$ cat src/hw/bmcs_defs.vh
// register offsets, field positions, reset values and timing figures of the battery monitor register bank
`ifndef BMCS_DEFS_VH
`define BMCS_DEFS_VH

// ****************************************
// register offsets
// ****************************************
`define BMCS_ADDR_FAULT_STATUS 8'h00
`define BMCS_ADDR_BAL_LOW 8'h01
`define BMCS_ADDR_BAL_MID 8'h02
`define BMCS_ADDR_BAL_HIGH 8'h03
`define BMCS_ADDR_SYS_CTRL_A 8'h04
`define BMCS_ADDR_SYS_CTRL_B 8'h05
`define BMCS_ADDR_SC_PROTECT 8'h06
`define BMCS_ADDR_OC_PROTECT 8'h07

// ****************************************
// field positions
// ****************************************
`define BMCS_FS_CC_SAMPLE_READY 7
`define BMCS_FS_RSVD 6
`define BMCS_FS_INT_FAULT 5
`define BMCS_FS_ALERT_OVRD 4
`define BMCS_FS_UV 3
`define BMCS_FS_OV 2
`define BMCS_FS_SCD 1
`define BMCS_FS_OCD 0
`define BMCS_CA_LOAD 7
`define BMCS_CA_ADC_EN 4
`define BMCS_CA_TEMP_SEL 3
`define BMCS_CA_RSVD 2
`define BMCS_CA_KEY_A 1
`define BMCS_CA_KEY_B 0
`define BMCS_CB_BYPASS 7
`define BMCS_CB_CC_CONT 6
`define BMCS_CB_CC_SHOT 5
`define BMCS_CB_RSVD_HI 4
`define BMCS_CB_RSVD_LO 2
`define BMCS_CB_DISCHARGE_DRIVER_ON 1
`define BMCS_CB_CHARGE_DRIVER_ON 0
`define BMCS_P1_RANGE 7
`define BMCS_P1_RSVD 5
`define BMCS_P1_SCD_D_HI 4
`define BMCS_P1_SCD_D_LO 3
`define BMCS_P1_SCD_T_HI 2
`define BMCS_P2_OCD_D_HI 6
`define BMCS_P2_OCD_D_LO 4
`define BMCS_P2_OCD_T_HI 3

// ****************************************
// reset values
// ****************************************
`define BMCS_RST_BYTE 8'h00
`define BMCS_RST_BAL 5'h00

// ****************************************
// timing
// ****************************************
`define BMCS_CLK_MHZ 40
`define BMCS_SCD_D0_US 70
`define BMCS_SCD_D1_US 100
`define BMCS_SCD_D2_US 200
`define BMCS_SCD_D3_US 400
`define BMCS_OCD_D0_MS 8
`define BMCS_OCD_D1_MS 20
`define BMCS_OCD_D2_MS 40
`define BMCS_OCD_D3_MS 80
`define BMCS_OCD_D4_MS 160
`define BMCS_OCD_D5_MS 320
`define BMCS_OCD_D6_MS 640
`define BMCS_OCD_D7_MS 1280
`define BMCS_BYPASS_MS 250
`define BMCS_CC_CONV_MS 250
`define BMCS_UV_DELAY_MS 1000
`define BMCS_OV_DELAY_MS 1000
`define BMCS_DRV_SETTLE 2

`endif

$ cat src/hw/bmcs_regs.v
// control and status register bank of the battery monitor front end
//
// Contract
// RQ1: writing one clears status bit; zero keeps
// RQ2: sample ready latches, host only clears it
// RQ3: internal fault latches until host clears it
// RQ4: latch external alert pull-up when not driving
// RQ5: four fault flags latch until host clears
// RQ6: balance bits per cell, upper bits zero
// RQ7: load detected only while charge driver off
// RQ8: converter enable gates conversions and overvoltage
// RQ9: temperature source select steers result source
// RQ10: shutdown needs 00, then 01, then 10
// RQ11: bypass replaces all fault delays with 250ms
// RQ12: continuous mode runs counter, ignores single shot
// RQ13: single shot runs once, clears, sets ready
// RQ14: driver bits switch discharge and charge gates
// RQ15: range bit doubles overcurrent and short thresholds
// RQ16: short delay code picks 70-400 us
// RQ17: short threshold code picks threshold per range
// RQ18: host never writes reserved bits one; host model masks them only at 04 and 06, and the test writes status bit 6 one
// RQ19: overcurrent delay code picks 8-1280 ms
// RQ20: overcurrent threshold code picks threshold per range
// RQ21: read-only and unimplemented bits read zero
// RQ22: fault flags set only after qualified delay
`timescale 1ns/1ps
`include "bmcs_defs.vh"
module bmcs_regs #(
  parameter [31:0] SCD_D2_CYC = `BMCS_SCD_D2_US * `BMCS_CLK_MHZ,
  parameter [31:0] SCD_D3_CYC = `BMCS_SCD_D3_US * `BMCS_CLK_MHZ,
  parameter [31:0] OCD_D0_CYC = `BMCS_OCD_D0_MS * `BMCS_CLK_MHZ * 1000,
  parameter [31:0] OCD_D1_CYC = `BMCS_OCD_D1_MS * `BMCS_CLK_MHZ * 1000,
  parameter [31:0] OCD_D2_CYC = `BMCS_OCD_D2_MS * `BMCS_CLK_MHZ * 1000,
  parameter [31:0] OCD_D3_CYC = `BMCS_OCD_D3_MS * `BMCS_CLK_MHZ * 1000,
  parameter [31:0] OCD_D4_CYC = `BMCS_OCD_D4_MS * `BMCS_CLK_MHZ * 1000,
  parameter [31:0] OCD_D5_CYC = `BMCS_OCD_D5_MS * `BMCS_CLK_MHZ * 1000,
  parameter [31:0] OCD_D6_CYC = `BMCS_OCD_D6_MS * `BMCS_CLK_MHZ * 1000,
  parameter [31:0] OCD_D7_CYC = `BMCS_OCD_D7_MS * `BMCS_CLK_MHZ * 1000,
  parameter [31:0] BYPASS_CYC = `BMCS_BYPASS_MS * `BMCS_CLK_MHZ * 1000,
  parameter [31:0] CC_CONV_CYC = `BMCS_CC_CONV_MS * `BMCS_CLK_MHZ * 1000,
  parameter [31:0] UV_DELAY_CYC = `BMCS_UV_DELAY_MS * `BMCS_CLK_MHZ * 1000,
  parameter [31:0] OV_DELAY_CYC = `BMCS_OV_DELAY_MS * `BMCS_CLK_MHZ * 1000
) (
  // clock, reset, enable
  input wire sys_clk_in,
  input wire rst_in,
  input wire ce_in,
  // register port from the serial link engine
  input wire [7:0] reg_addr_in,
  input wire [7:0] reg_wdata_in,
  input wire reg_wr_in,
  input wire reg_rd_in,
  output reg [7:0] reg_rdata_out,
  // analog front end sense inputs (asynchronous)
  input wire [7:0] sense_mv_in,
  input wire ov_cond_in,
  input wire uv_cond_in,
  input wire load_above_in,
  input wire internal_fault_in,
  // host interrupt line
  input wire alert_in,
  output reg alert_out,
  output reg alert_oe_out,
  // controls to the analog front end
  output reg [14:0] balance_enable_out,
  output reg adc_enable_out,
  output reg temp_source_out,
  output reg discharge_gate_out,
  output reg charge_gate_out,
  output reg cc_active_out,
  output reg shutdown_out
);

  localparam [31:0] SCD_D0_CYC = `BMCS_SCD_D0_US * `BMCS_CLK_MHZ;
  localparam [31:0] SCD_D1_CYC = `BMCS_SCD_D1_US * `BMCS_CLK_MHZ;

  // ****************************************
  // threshold tables
  // ****************************************
  function [7:0] scd_thr;
    input [2:0] code;
    input dbl;
    begin
      case (code)
        3'h0: scd_thr = dbl ? 8'd44 : 8'd22;
        3'h1: scd_thr = dbl ? 8'd67 : 8'd33;
        3'h2: scd_thr = dbl ? 8'd89 : 8'd44;
        3'h3: scd_thr = dbl ? 8'd111 : 8'd56;
        3'h4: scd_thr = dbl ? 8'd133 : 8'd67;
        3'h5: scd_thr = dbl ? 8'd155 : 8'd78;
        3'h6: scd_thr = dbl ? 8'd178 : 8'd89;
        default: scd_thr = dbl ? 8'd200 : 8'd100;
      endcase
    end
  endfunction

  function [7:0] ocd_thr;
    input [3:0] code;
    input dbl;
    begin
      case (code)
        4'h0: ocd_thr = dbl ? 8'd17 : 8'd8;
        4'h1: ocd_thr = dbl ? 8'd22 : 8'd11;
        4'h2: ocd_thr = dbl ? 8'd28 : 8'd14;
        4'h3: ocd_thr = dbl ? 8'd33 : 8'd17;
        4'h4: ocd_thr = dbl ? 8'd39 : 8'd19;
        4'h5: ocd_thr = dbl ? 8'd44 : 8'd22;
        4'h6: ocd_thr = dbl ? 8'd50 : 8'd25;
        4'h7: ocd_thr = dbl ? 8'd56 : 8'd28;
        4'h8: ocd_thr = dbl ? 8'd61 : 8'd31;
        4'h9: ocd_thr = dbl ? 8'd67 : 8'd33;
        4'ha: ocd_thr = dbl ? 8'd72 : 8'd36;
        4'hb: ocd_thr = dbl ? 8'd78 : 8'd39;
        4'hc: ocd_thr = dbl ? 8'd83 : 8'd42;
        4'hd: ocd_thr = dbl ? 8'd89 : 8'd44;
        4'he: ocd_thr = dbl ? 8'd94 : 8'd47;
        default: ocd_thr = dbl ? 8'd100 : 8'd50;
      endcase
    end
  endfunction

  // ****************************************
  // state
  // ****************************************
  reg [12:0] sync_a;
  reg [12:0] sync_b;
  reg [7:0] fault_status;
  reg [4:0] bal_low;
  reg [4:0] bal_mid;
  reg [4:0] bal_high;
  reg adc_en;
  reg temp_sel;
  reg rsvd_a;
  reg key_a;
  reg key_b;
  reg key_armed;
  reg load_det;
  reg bypass;
  reg cc_cont;
  reg cc_shot;
  reg [2:0] rsvd_b;
  reg discharge_driver_on;
  reg charge_driver_on;
  reg range_dbl;
  reg rsvd_p1;
  reg [1:0] scd_d;
  reg [2:0] scd_t;
  reg [2:0] ocd_d;
  reg [3:0] ocd_t;
  reg [31:0] cc_cnt;
  reg [1:0] drv_hist;
  reg [31:0] scd_lim;
  reg [31:0] ocd_lim;
  reg [7:0] next_rdata;

  wire [7:0] sense_s = sync_b[12:5];
  wire ov_s = sync_b[4];
  wire uv_s = sync_b[3];
  wire load_s = sync_b[2];
  wire alert_s = sync_b[1];
  wire int_fault_s = sync_b[0];

  wire wr_fs = reg_wr_in && (reg_addr_in == `BMCS_ADDR_FAULT_STATUS);
  wire wr_ca = reg_wr_in && (reg_addr_in == `BMCS_ADDR_SYS_CTRL_A);
  wire wr_cb = reg_wr_in && (reg_addr_in == `BMCS_ADDR_SYS_CTRL_B);
  wire [1:0] key_new = {reg_wdata_in[`BMCS_CA_KEY_A], reg_wdata_in[`BMCS_CA_KEY_B]};

  // ****************************************
  // input synchronisers
  // ****************************************
  always @(posedge sys_clk_in) begin
    if (rst_in) begin
      sync_a <= 13'h0000;
      sync_b <= 13'h0000;
    end else if (ce_in) begin
      sync_a <= {sense_mv_in, ov_cond_in, uv_cond_in, load_above_in, alert_in, internal_fault_in};
      sync_b <= sync_a;
    end
  end

  // ****************************************
  // fault qualification
  // ****************************************
  always @* begin
    case (scd_d)
      2'h0: scd_lim = SCD_D0_CYC; // RQ16
      2'h1: scd_lim = SCD_D1_CYC; // RQ16
      2'h2: scd_lim = SCD_D2_CYC; // RQ16
      default: scd_lim = SCD_D3_CYC; // RQ16
    endcase
    case (ocd_d)
      3'h0: ocd_lim = OCD_D0_CYC; // RQ19
      3'h1: ocd_lim = OCD_D1_CYC; // RQ19
      3'h2: ocd_lim = OCD_D2_CYC; // RQ19
      3'h3: ocd_lim = OCD_D3_CYC; // RQ19
      3'h4: ocd_lim = OCD_D4_CYC; // RQ19
      3'h5: ocd_lim = OCD_D5_CYC; // RQ19
      3'h6: ocd_lim = OCD_D6_CYC; // RQ19
      default: ocd_lim = OCD_D7_CYC; // RQ19
    endcase
  end

  // order matches fault_status bits 3..0: uv, ov, short, overcurrent
  wire [3:0] q_cond;
  wire [127:0] q_lim;
  wire [3:0] q_fire;
  assign q_cond[3] = uv_s;
  assign q_cond[2] = ov_s & adc_en; // RQ8
  assign q_cond[1] = sense_s >= scd_thr(scd_t, range_dbl); // RQ15 RQ17
  assign q_cond[0] = sense_s >= ocd_thr(ocd_t, range_dbl); // RQ15 RQ20
  assign q_lim[127:96] = bypass ? BYPASS_CYC : UV_DELAY_CYC; // RQ11
  assign q_lim[95:64] = bypass ? BYPASS_CYC : OV_DELAY_CYC; // RQ11
  assign q_lim[63:32] = bypass ? BYPASS_CYC : scd_lim; // RQ11
  assign q_lim[31:0] = bypass ? BYPASS_CYC : ocd_lim; // RQ11

  genvar gi;
  generate
    for (gi = 0; gi < 4; gi = gi + 1) begin : g_qual
      bmcs_fault_qual u_qual (
        .sys_clk_in(sys_clk_in),
        .rst_in(rst_in),
        .ce_in(ce_in),
        .cond_in(q_cond[gi]),
        .limit_in(q_lim[gi*32+31:gi*32]),
        .fire_out(q_fire[gi])
      ); // RQ22
    end
  endgenerate

  // ****************************************
  // coulomb counter sequencing
  // ****************************************
  wire cc_run = cc_cont | cc_shot; // RQ12
  wire cc_end = cc_run && (cc_cnt == CC_CONV_CYC - 32'h0000_0001);
  wire shot_ok = wr_cb && reg_wdata_in[`BMCS_CB_CC_SHOT] && !reg_wdata_in[`BMCS_CB_CC_CONT]
                 && !fault_status[`BMCS_FS_CC_SAMPLE_READY]; // RQ13

  always @(posedge sys_clk_in) begin
    if (rst_in) begin
      cc_cnt <= 32'h0000_0000;
    end else if (ce_in) begin
      if (!cc_run || cc_end) begin
        cc_cnt <= 32'h0000_0000; // RQ12
      end else begin
        cc_cnt <= cc_cnt + 32'h0000_0001;
      end
    end
  end

  // ****************************************
  // alert override detection
  // ****************************************
  // the pin echo lags our own drive through the synchroniser, so wait it out
  wire ovrd_det = alert_s && !alert_oe_out && (drv_hist == 2'b00); // RQ4

  // ****************************************
  // status flags
  // ****************************************
  wire [7:0] fs_set = {cc_end, 1'b0, int_fault_s, ovrd_det, q_fire};
  wire [7:0] fs_clr = wr_fs ? reg_wdata_in : 8'h00;

  always @(posedge sys_clk_in) begin
    if (rst_in) begin
      fault_status <= `BMCS_RST_BYTE;
      drv_hist <= 2'b00;
    end else if (ce_in) begin
      // set wins over a clear in the same cycle; reserved bit stays zero
      fault_status <= ((fault_status & ~fs_clr) | fs_set) & 8'hbf; // RQ1 RQ2 RQ3 RQ5
      drv_hist <= {drv_hist[0], alert_oe_out};
    end
  end

  // ****************************************
  // control registers
  // ****************************************
  always @(posedge sys_clk_in) begin
    if (rst_in) begin
      bal_low <= `BMCS_RST_BAL;
      bal_mid <= `BMCS_RST_BAL;
      bal_high <= `BMCS_RST_BAL;
      adc_en <= 1'b0;
      temp_sel <= 1'b0;
      rsvd_a <= 1'b0;
      key_a <= 1'b0;
      key_b <= 1'b0;
      key_armed <= 1'b0;
      shutdown_out <= 1'b0;
      bypass <= 1'b0;
      cc_cont <= 1'b0;
      cc_shot <= 1'b0;
      rsvd_b <= 3'h0;
      discharge_driver_on <= 1'b0;
      charge_driver_on <= 1'b0;
      range_dbl <= 1'b0;
      rsvd_p1 <= 1'b0;
      scd_d <= 2'h0;
      scd_t <= 3'h0;
      ocd_d <= 3'h0;
      ocd_t <= 4'h0;
      load_det <= 1'b0;
    end else if (ce_in) begin
      load_det <= load_s & ~charge_driver_on; // RQ7
      if (reg_wr_in && reg_addr_in == `BMCS_ADDR_BAL_LOW) begin
        bal_low <= reg_wdata_in[4:0]; // RQ6
      end
      if (reg_wr_in && reg_addr_in == `BMCS_ADDR_BAL_MID) begin
        bal_mid <= reg_wdata_in[4:0]; // RQ6
      end
      if (reg_wr_in && reg_addr_in == `BMCS_ADDR_BAL_HIGH) begin
        bal_high <= reg_wdata_in[4:0]; // RQ6
      end
      if (wr_ca) begin
        adc_en <= reg_wdata_in[`BMCS_CA_ADC_EN];
        temp_sel <= reg_wdata_in[`BMCS_CA_TEMP_SEL];
        rsvd_a <= reg_wdata_in[`BMCS_CA_RSVD];
        key_a <= key_new[1];
        key_b <= key_new[0];
        if ({key_a, key_b} == 2'b00 && key_new == 2'b01) begin
          key_armed <= 1'b1; // RQ10
        end else if (key_armed && key_new == 2'b10) begin
          key_armed <= 1'b0;
          shutdown_out <= 1'b1; // RQ10
        end else begin
          key_armed <= 1'b0; // RQ10
        end
      end
      if (wr_cb) begin
        bypass <= reg_wdata_in[`BMCS_CB_BYPASS];
        cc_cont <= reg_wdata_in[`BMCS_CB_CC_CONT];
        rsvd_b <= reg_wdata_in[`BMCS_CB_RSVD_HI:`BMCS_CB_RSVD_LO];
        discharge_driver_on <= reg_wdata_in[`BMCS_CB_DISCHARGE_DRIVER_ON];
        charge_driver_on <= reg_wdata_in[`BMCS_CB_CHARGE_DRIVER_ON];
      end
      // a new valid trigger outranks completion of the previous one
      if (shot_ok) begin
        cc_shot <= 1'b1; // RQ13
      end else if (cc_end) begin
        cc_shot <= 1'b0; // RQ13
      end
      if (reg_wr_in && reg_addr_in == `BMCS_ADDR_SC_PROTECT) begin
        range_dbl <= reg_wdata_in[`BMCS_P1_RANGE];
        rsvd_p1 <= reg_wdata_in[`BMCS_P1_RSVD];
        scd_d <= reg_wdata_in[`BMCS_P1_SCD_D_HI:`BMCS_P1_SCD_D_LO];
        scd_t <= reg_wdata_in[`BMCS_P1_SCD_T_HI:0];
      end
      if (reg_wr_in && reg_addr_in == `BMCS_ADDR_OC_PROTECT) begin
        ocd_d <= reg_wdata_in[`BMCS_P2_OCD_D_HI:`BMCS_P2_OCD_D_LO];
        ocd_t <= reg_wdata_in[`BMCS_P2_OCD_T_HI:0];
      end
    end
  end

  // ****************************************
  // read path
  // ****************************************
  always @* begin
    case (reg_addr_in)
      `BMCS_ADDR_FAULT_STATUS: next_rdata = fault_status;
      `BMCS_ADDR_BAL_LOW: next_rdata = {3'h0, bal_low}; // RQ6 RQ21
      `BMCS_ADDR_BAL_MID: next_rdata = {3'h0, bal_mid}; // RQ6 RQ21
      `BMCS_ADDR_BAL_HIGH: next_rdata = {3'h0, bal_high}; // RQ6 RQ21
      `BMCS_ADDR_SYS_CTRL_A: next_rdata = {load_det, 2'h0, adc_en, temp_sel, rsvd_a, key_a, key_b}; // RQ7 RQ21
      `BMCS_ADDR_SYS_CTRL_B: next_rdata = {bypass, cc_cont, cc_shot, rsvd_b, discharge_driver_on, charge_driver_on};
      `BMCS_ADDR_SC_PROTECT: next_rdata = {range_dbl, 1'b0, rsvd_p1, scd_d, scd_t}; // RQ21
      `BMCS_ADDR_OC_PROTECT: next_rdata = {1'b0, ocd_d, ocd_t}; // RQ21
      default: next_rdata = 8'h00;
    endcase
  end

  // ****************************************
  // registered outputs
  // ****************************************
  always @(posedge sys_clk_in) begin
    if (rst_in) begin
      reg_rdata_out <= 8'h00;
      alert_out <= 1'b0;
      alert_oe_out <= 1'b0;
      balance_enable_out <= 15'h0000;
      adc_enable_out <= 1'b0;
      temp_source_out <= 1'b0;
      discharge_gate_out <= 1'b0;
      charge_gate_out <= 1'b0;
      cc_active_out <= 1'b0;
    end else if (ce_in) begin
      if (reg_rd_in) begin
        reg_rdata_out <= next_rdata;
      end
      // line driven high while any flag is pending
      alert_out <= |fault_status;
      alert_oe_out <= |fault_status;
      balance_enable_out <= {bal_high, bal_mid, bal_low}; // RQ6
      adc_enable_out <= adc_en; // RQ8
      temp_source_out <= temp_sel; // RQ9
      discharge_gate_out <= discharge_driver_on; // RQ14
      charge_gate_out <= charge_driver_on; // RQ14
      cc_active_out <= cc_run; // RQ12 RQ13
    end
  end

endmodule // bmcs_regs

$ cat src/hw/bmcs_fault_qual.v
// persistence qualifier: one pulse once a condition has held for a programmed number of cycles
`timescale 1ns/1ps
module bmcs_fault_qual (
  // clock and control
  input wire sys_clk_in,
  input wire rst_in,
  input wire ce_in,
  // condition and delay
  input wire cond_in,
  input wire [31:0] limit_in,
  // qualified event
  output reg fire_out
);

  reg [31:0] count;
  reg done;

  // ****************************************
  // persistence counter
  // ****************************************
  // one pulse per episode; condition must drop before it can fire again
  always @(posedge sys_clk_in) begin
    if (rst_in) begin
      count <= 32'h0000_0000;
      done <= 1'b0;
      fire_out <= 1'b0;
    end else if (ce_in) begin
      fire_out <= 1'b0;
      if (!cond_in) begin
        count <= 32'h0000_0000;
        done <= 1'b0;
      end else if (!done) begin
        if (count + 32'h0000_0001 >= limit_in) begin
          fire_out <= 1'b1;
          done <= 1'b1;
        end else begin
          count <= count + 32'h0000_0001;
        end
      end
    end
  end

endmodule // bmcs_fault_qual

$ cat config.mk
export PLATFORM = sky130hd
export DESIGN_NAME = bmcs_regs
export DESIGN_NICKNAME = d
export VERILOG_FILES = /design/src/hw/bmcs_regs.v /design/src/hw/bmcs_fault_qual.v
export VERILOG_INCLUDE_DIRS = /design/src /design/src/hw
export SDC_FILE = /design/constraint.sdc
export NUM_CORES = 1
export LEC_CHECK = 0
export ABC_AREA = 0
export BUFFER_PORTS_ARGS = -buffer_cell sky130_fd_sc_hd__buf_2
export CAP_MARGIN = 20
export CORE_MARGIN = 2
export CORE_UTILIZATION = 63
export DETAILED_ROUTE_END_ITERATION = 16
export PLACE_DENSITY_LB_ADDON = 0.2
export SYNTH_ARGS = -nofsm -noshare
export SYNTH_HDL_FRONTEND = slang
export SYNTH_SLANG_ARGS = --single-unit
export TNS_END_PERCENT = 30
$ cat constraint.sdc
create_clock -name sys_clk_in -period 5.3 [get_ports sys_clk_in]
set_input_delay 1.325 -clock sys_clk_in [delete_from_list [all_inputs] [get_ports sys_clk_in]]
set_output_delay 1.325 -clock sys_clk_in [all_outputs]
set_load 0.05 [all_outputs]
==> After elaboration in Yosys (flattened, before gate mapping) <==
Index checks and enable logic that the tools add are counted.
{ "word_totals": {"ff_bits": 277, "output_inout_bits": 31, "wordCells": 223} }
{ "op_classes": {"add_sub_neg": 5, "n_lt_le_gt_ge": 6, "n_eq_ne": 46, "muxes": 66, "bitwise_logic": 8, "reduce_logical": 44} }
{ "ops": {"columns": ["op", "n"], "rows": [
  ["$mux W32", 15],
  ["$pmux W26 S7", 1],
  ["$add A32 B1 Y32 const B", 5],
  ["$pmux W7 S15", 1],
  ["$ge A32 B26 Y1", 2],
  ["$ge A32 B32 Y1", 2],
  ["$pmux W8 S8", 1],
  ["$mux W7", 8],
  ["$pmux W8 S7", 1],
  ["$pmux W14 S3", 1],
  ["$mux W8", 5],
  ["$mux W6", 6],
  ["$eq A32 B24 Y1 const B", 1],
  ["$eq A8 B3 Y1 const B", 4],
  ["$eq A4 B4 Y1 const B", 7],
  ["$mux W26", 1],
  ["$mux W1", 23],
  ["$eq A3 B3 Y1 const B", 6],
  ["$reduce_and A2 Y1", 9],
  ["$eq A4 B3 Y1 const B", 4],
  ["$eq A8 B2 Y1 const B", 2],
  ["$ge A8 B8 Y1", 2],
  ["$logic_and A1 B1 Y1", 16],
  ["$ne A2 B2 Y1 const B", 8],
  ["24 further kinds", 44]
]} }

==> Longest topological paths before layout <==
{ "depth": {"word_depth": 7, "depth_mapped": 18} }

==> Cells and area by module <==
From an unflattened synthesis, not the netlist that was laid out.
{ "hier_totals": {"cells_unflattened": 2304, "hier_area_um2": 18157.4} }
{ "modules_own_cells": {"columns": ["module", "n_inst", "cells_each", "area_each_um2", "seq_area_each_um2"], "rows": [
  ["bmcs_fault_qual", 4, 364, 2772.7, 680.7],
  ["bmcs_regs", 1, 848, 7066.8, 2822.7]
]} }

==> Worst setup path after synthesis <==
No wires, ideal clock.
{ "synth_timing": {"path_type": "register -> register", "startpoint": "reg g_qual[0].u_qual.count[5]", "endpoint": "reg g_qual[0].u_qual.count[16]", "setup_time_ns": 0.117, "t_arrival_ns": 3.901, "t_required_ns": 5.183, "slack_ns": 1.282, "path_stages_with_launch": 19, "path_buffers": 3, "period_less_slack_ns": 4.018, "cell_sequence": "dfxtp_1 -> clkbuf_1 -> nand2_1 -> or3_1 -> clkbuf_1 -> or4_1 -> nor3_1 -> nand2b_1 -> nand2_1 -> ha_1 -> a21oi_1 -> o21ai_0 -> nand2b_1 -> a31oi_1 -> nor4_1 -> nand4_1 -> and2_1 -> clkbuf_1 -> a22o_1"} }
{ "synth_via": {"elab_chain_cells": 4, "elab_cells_between_ends": 7, "cone_classes": "1 x add/sub; 1 x order compare; 1 x eq/ne; 3 x mux; 1 x reduce/logical"} }
{ "synth_rtl": {"columns": ["element", "line_no", "rtl"], "rows": [
  ["start: declaration", "bmcs_fault_qual.v:15", "reg [31:0] count;"],
  ["start signal: assignment", "bmcs_fault_qual.v:37", "count <= count + 32'h0000_0001;"],
  ["$add A32 B1 Y32 (*)", "bmcs_fault_qual.v:33, bmcs_fault_qual.v:37", null],
  ["$ge A32 B32 Y1 / $mux W32 (equally long branches)", "bmcs_fault_qual.v:33", "if (count + 32'h0000_0001 >= limit_in) begin"],
  ["$ne A2 B2 Y1 (no source line) / $mux W32 (equally long branches)", null, null],
  ["$reduce_and A3 Y1 (no source line) / $mux W32 (equally long branches)", null, null]
]} }
Mark *: on every way between the ends. The rest lies on a longest branch, timed or not. The select of a mux whose other input is x is not followed.
A chain may end at the register's enable or synchronous reset.

==> Worst setup path in the final report <==
{ "layout_timing": {"startpoint": "reg g_qual[0].u_qual.count[2]", "endpoint": "reg g_qual[0].u_qual.count[9]"} }
The elaborated chain is that of the path after synthesis.

==> reports/results.env <==
TRITONCTS='done'
NUMBER_OF_GATES_GIVEN_A_NEW_DRIVE_STRENGTH_AFTER_CTS=0
FINAL-SETUP-VIOL-COUNT=0
LEAKAGEPOWER_nW=7.26
TIMING.MAX_CAP.VIOLATIONS=0
MAX_CLOCK_FREQ_MHz=214
CLKPWRFRAC=0.483
GRT_ANTENNA_BEFORE_REPAIR=1
PIN_COUNT_OF_THE_BIGGEST_NET_ENTERING_GLOBAL_ROUTING=61
POST_ROUTE_CELLS_DRIVE_ABOVE_1_SHARE=0.0940
WORST_SETUP_PATH_END_KIND='flop'
FLOORPLAN.INITIALDENSITY=0.644
GRT_OVERFLOW=0
P_PER_AREA_mW_PER_MM2=251
NUMBER_OF_TOP_LEVEL_DESIGN_PORTS=65
DP_HPWL_UM=29600
POST-CTS-SETUP-BUFFER-COUNT=0
SLEW-LIMIT-HEADROOM=0.259
ANTENNA_CELLS=0
CLOCK_SKEW_PS=9.60
SYN-MEAN-INSTANCE-AREA_UM2=8.26
MOST-COMMON-LAYOUT-CELLS='sky130_fd_sc_hd__dfxtp_1 (277), sky130_fd_sc_hd__nor2_1 (236), sky130_fd_sc_hd__nand2_1 (163), sky130_fd_sc_hd__a21oi_1 (102), sky130_fd_sc_hd__mux2i_1 (102)'
CLOCK_TREE.BUFFER_DEPTH=3
CLOCK_LATENCY_PS=560
COMBPWRFRAC=0.042
DRT_PRE_ANTENNA_ITERS=6
SYNTH_MUX_AREA_FRAC=0.0662
SYNTH_NETS=2088
COUNT_OF_FLIP_FLOPS_WITH_A_BUILT_IN_ENABLE_AFTER_SYNTHESIS=0
DIE_WIDTH_UM=165
CLOCKROOTBUFFER='sky130_fd_sc_hd__clkbuf_16'
ROUTED_WIRELENGTH_UM=42100
OUTCOME='completed'
SEQCELLAREA_MM2=0.00555
TYPE_OF_THE_MOST_CRITICAL_HOLD_PATH='flop to flop'
WORST_MAX_SLEW_PIN_SLEW_PS=1110
LAYOUT_WORST_PATH_CYCLE_SHARE=0.880
GRT_USE_MET1=0.410
RSZ0062_AT_GRT='no'
P_SW_mW=1.03
ROUTE.DETAILED.DRC=0
SHARE_SEQ_OF_TOTAL_POWER=0.475
COUNT_OF_FINAL_MAX_SLEW_CHECK_FAILURES=0
FIN_TNS_SETUP_PS=0
TIMING.SETUP.CRITICAL_PATH_CLASS='flop to flop'
YOSYSUNIQUECELLTYPES=90
CRIT_REQUIRED_PS=5800
MAIN_COMBINATIONAL_CELL_FAMILY_BY_AREA_AFTER_SYNTHESIS='simple AND/OR/NAND/NOR gates'
GLOBALROUTE.BUSIESTLAYER='met2'
LAYOUT_COMMONEST_CELL='sky130_fd_sc_hd__dfxtp_1'
FINISH.NET_COUNT=2096
DR_TOTAL_VIAS=14977
CRITICAL_PATH.MAX_FANOUT=22
PERIOD_MINUS_SLACK_PS=4670
NETLIST_AREA_MM2=0.0163
CLOCK_TRANSITION_AT_PATH_REGS_PS=60
GRT_FIRST_PASS_WIRELENGTH_UM=68600
STARTPOINT_TYPES='flop'
HOLD_VIOLATIONS=0
SYNTH_COMPOUND_AREA_FRAC=0.174
SYNTHCELLS=1969
ASYNC_FLOP_SHARE=0
POSTSYNTH.TOPFLOPCELL='sky130_fd_sc_hd__dfxtp_1'
AVGROUTEDWIREPERCELL_UM=18.1
IRDROPWORSTVDD_mV=0.285
ANT_NETS=0
ADDER_CELL_FRACTION_OF_SYNTH_AREA=0.0654
P_SW_FRAC=0.231
SYNTH_SEQ_AREA_SHARE=0.341
HOLD-WORST-SLACK_PS=466
FINISH.CELL_COUNT_WITHOUT_FILLERS=2330
FP.DIEH_UM=165
SIMPLE_LOGIC_CELL_FRACTION_OF_THE_SYNTHESIZED_AREA=0.273
GR-USAGE-MET2=0.513
HOLDBUFCOUNTCTS=0
AREA_USED_BY_MULTI_INPUT_COMBINATIONAL_LOGIC_MM2=0.0101
CORE_REGION_AREA_MM2=0.0253
AREA_GROWTH_SYN_TO_LAYOUT_PCT=9.02
SYNTH_WARNINGS=0
CTS_INSERTED_BUFFERS=30
PLACED_CELLS=2275
CTS.SINK_COUNT=277
GROUTE.USAGE.OVERALL=0.307
STD_CELL_ROWS=58
GR-USAGE-MET3=0.0462
SYNTH_XOR_XNOR_AREA_SHARE=0.0436
VIA_COUNT_OF_THE_FIRST_GLOBAL_ROUTING_PASS=13867
VIA_PER_INST=6.43
FLOORPLAN.DIE_AREA_MM2=0.0271
FILL_CELLS=2042
GP_CONGESTION=0.973
CELL_INTERNAL_PWR_mW=3.42
H-TREE-DEPTH=1
CP_DATA_ARRIVAL_TIME_PS=5170
DRTITER0DRC=1532
YS_FF_LATCH=277
BUFFER_PORTS.INSERTED=64
power groups by stage:
stage / clock network (mW) / logic, mW / registers (mW)
6_report: 2.15 / 0.186 / 2.11
5_1_grt: 2.25 / 0.201 / 2.11
4_1_cts: 2.17 / 0.183 / 2.11
3_5_place_dp: 0 / 0.182 / 2.16
3_3_place_gp: 0 / 0.178 / 2.16
2_1_floorplan: 0 / 0.111 / 2.17
cell families after synthesis:
group / Yosys count
AOI/OAI and AO/OA: 409
xor gates and xnor gates: 81
adders and majority gates: 85
buffers and inverters: 147
DFF: 277
muxes: 107
and+or+nand+nor: 863
registers in the layout, indices dropped and copies added (netlist names), 5 cells and up:
signal,flops
bal_high,5
bal_low,5
bal_mid,5
balance_enable_out,15
cc_cnt,32
fault_status,7
g_qual.u_qual.count,128
reg_rdata_out,8
sync_a,13
sync_b,13
worst max-delay path, cell delays in order, from the launching register on:
cell and delay, ps:
sky130_fd_sc_hd__dfxtp_1 440, sky130_fd_sc_hd__nand4_1 150, sky130_fd_sc_hd__or3_1 470, sky130_fd_sc_hd__or4_1 580, sky130_fd_sc_hd__nor3_1 280, sky130_fd_sc_hd__nand2b_1 160
sky130_fd_sc_hd__nand2_1 60, sky130_fd_sc_hd__ha_1 300, sky130_fd_sc_hd__o211ai_1 100, sky130_fd_sc_hd__or4_1 500, sky130_fd_sc_hd__a31o_2 260, sky130_fd_sc_hd__nand4_1 100
sky130_fd_sc_hd__buf_4 190, sky130_fd_sc_hd__and2_1 740, sky130_fd_sc_hd__a22o_1 270
metrics by stage:
stage	power, mW	cell area [um^2]	setup WS (ps)	util
floorplan	2.28	16300	1280	-
global route	4.57	17700	216	0.702
finish	4.45	17700	634	0.702
global placement	2.34	16700	869	0.662
detailed placement	2.34	16700	742	0.662
CTS	4.46	17700	692	0.702
Yosys cell counts (38+ instances only):
cell                       instances  area (um^2)
sky130_fd_sc_hd__a21o_1           40          300
sky130_fd_sc_hd__a21oi_1         103          515
sky130_fd_sc_hd__and2_1           40          250
sky130_fd_sc_hd__and3_1           38          238
sky130_fd_sc_hd__clkbuf_1         75          282
sky130_fd_sc_hd__dfxtp_1         277         5550
sky130_fd_sc_hd__ha_1             85         1060
sky130_fd_sc_hd__mux2i_1         102         1020
sky130_fd_sc_hd__nand2_1         163          612
sky130_fd_sc_hd__nand3_1          78          390
sky130_fd_sc_hd__nand4_1          66          413
sky130_fd_sc_hd__nor2_1          236          886
sky130_fd_sc_hd__nor3_1           59          295
sky130_fd_sc_hd__o21ai_0          60          300
sky130_fd_sc_hd__xnor2_1          40          350
sky130_fd_sc_hd__xor2_1           41          359
cell type report:
type | instances | share of cell area
multi-input cells | 1545 | 0.571
flip-flops and latches | 277 | 0.313
clock buffers | 39 | 0.0477
repair buffers | 86 | 0.0277
well taps | 330 | 0.0233
clock inverters | 16 | 0.00945
inverters | 37 | 0.00783
layer usage:
layer	up-vias	wire (um)	part of all wire
li1	7202	-	-
met1	7082	18500	0.44
met2	592	19400	0.46
met3	99	2890	0.069
met4	2	1280	0.030
met5	-	11	0.00026
path summary, 6_finish.rpt:
path	startpoint	end	slack, ps	depth (start not counted)
max reg2reg	g_qual[0].u_qual.count[2]	g_qual[0].u_qual.count[9]	630	14
min reg2reg	load_det	load_det	470	2
max	g_qual[0].u_qual.count[2]	g_qual[0].u_qual.count[9]	630	14
min	load_det	load_det	470	2
Note: power is estimated with default switching activity, not from simulation.
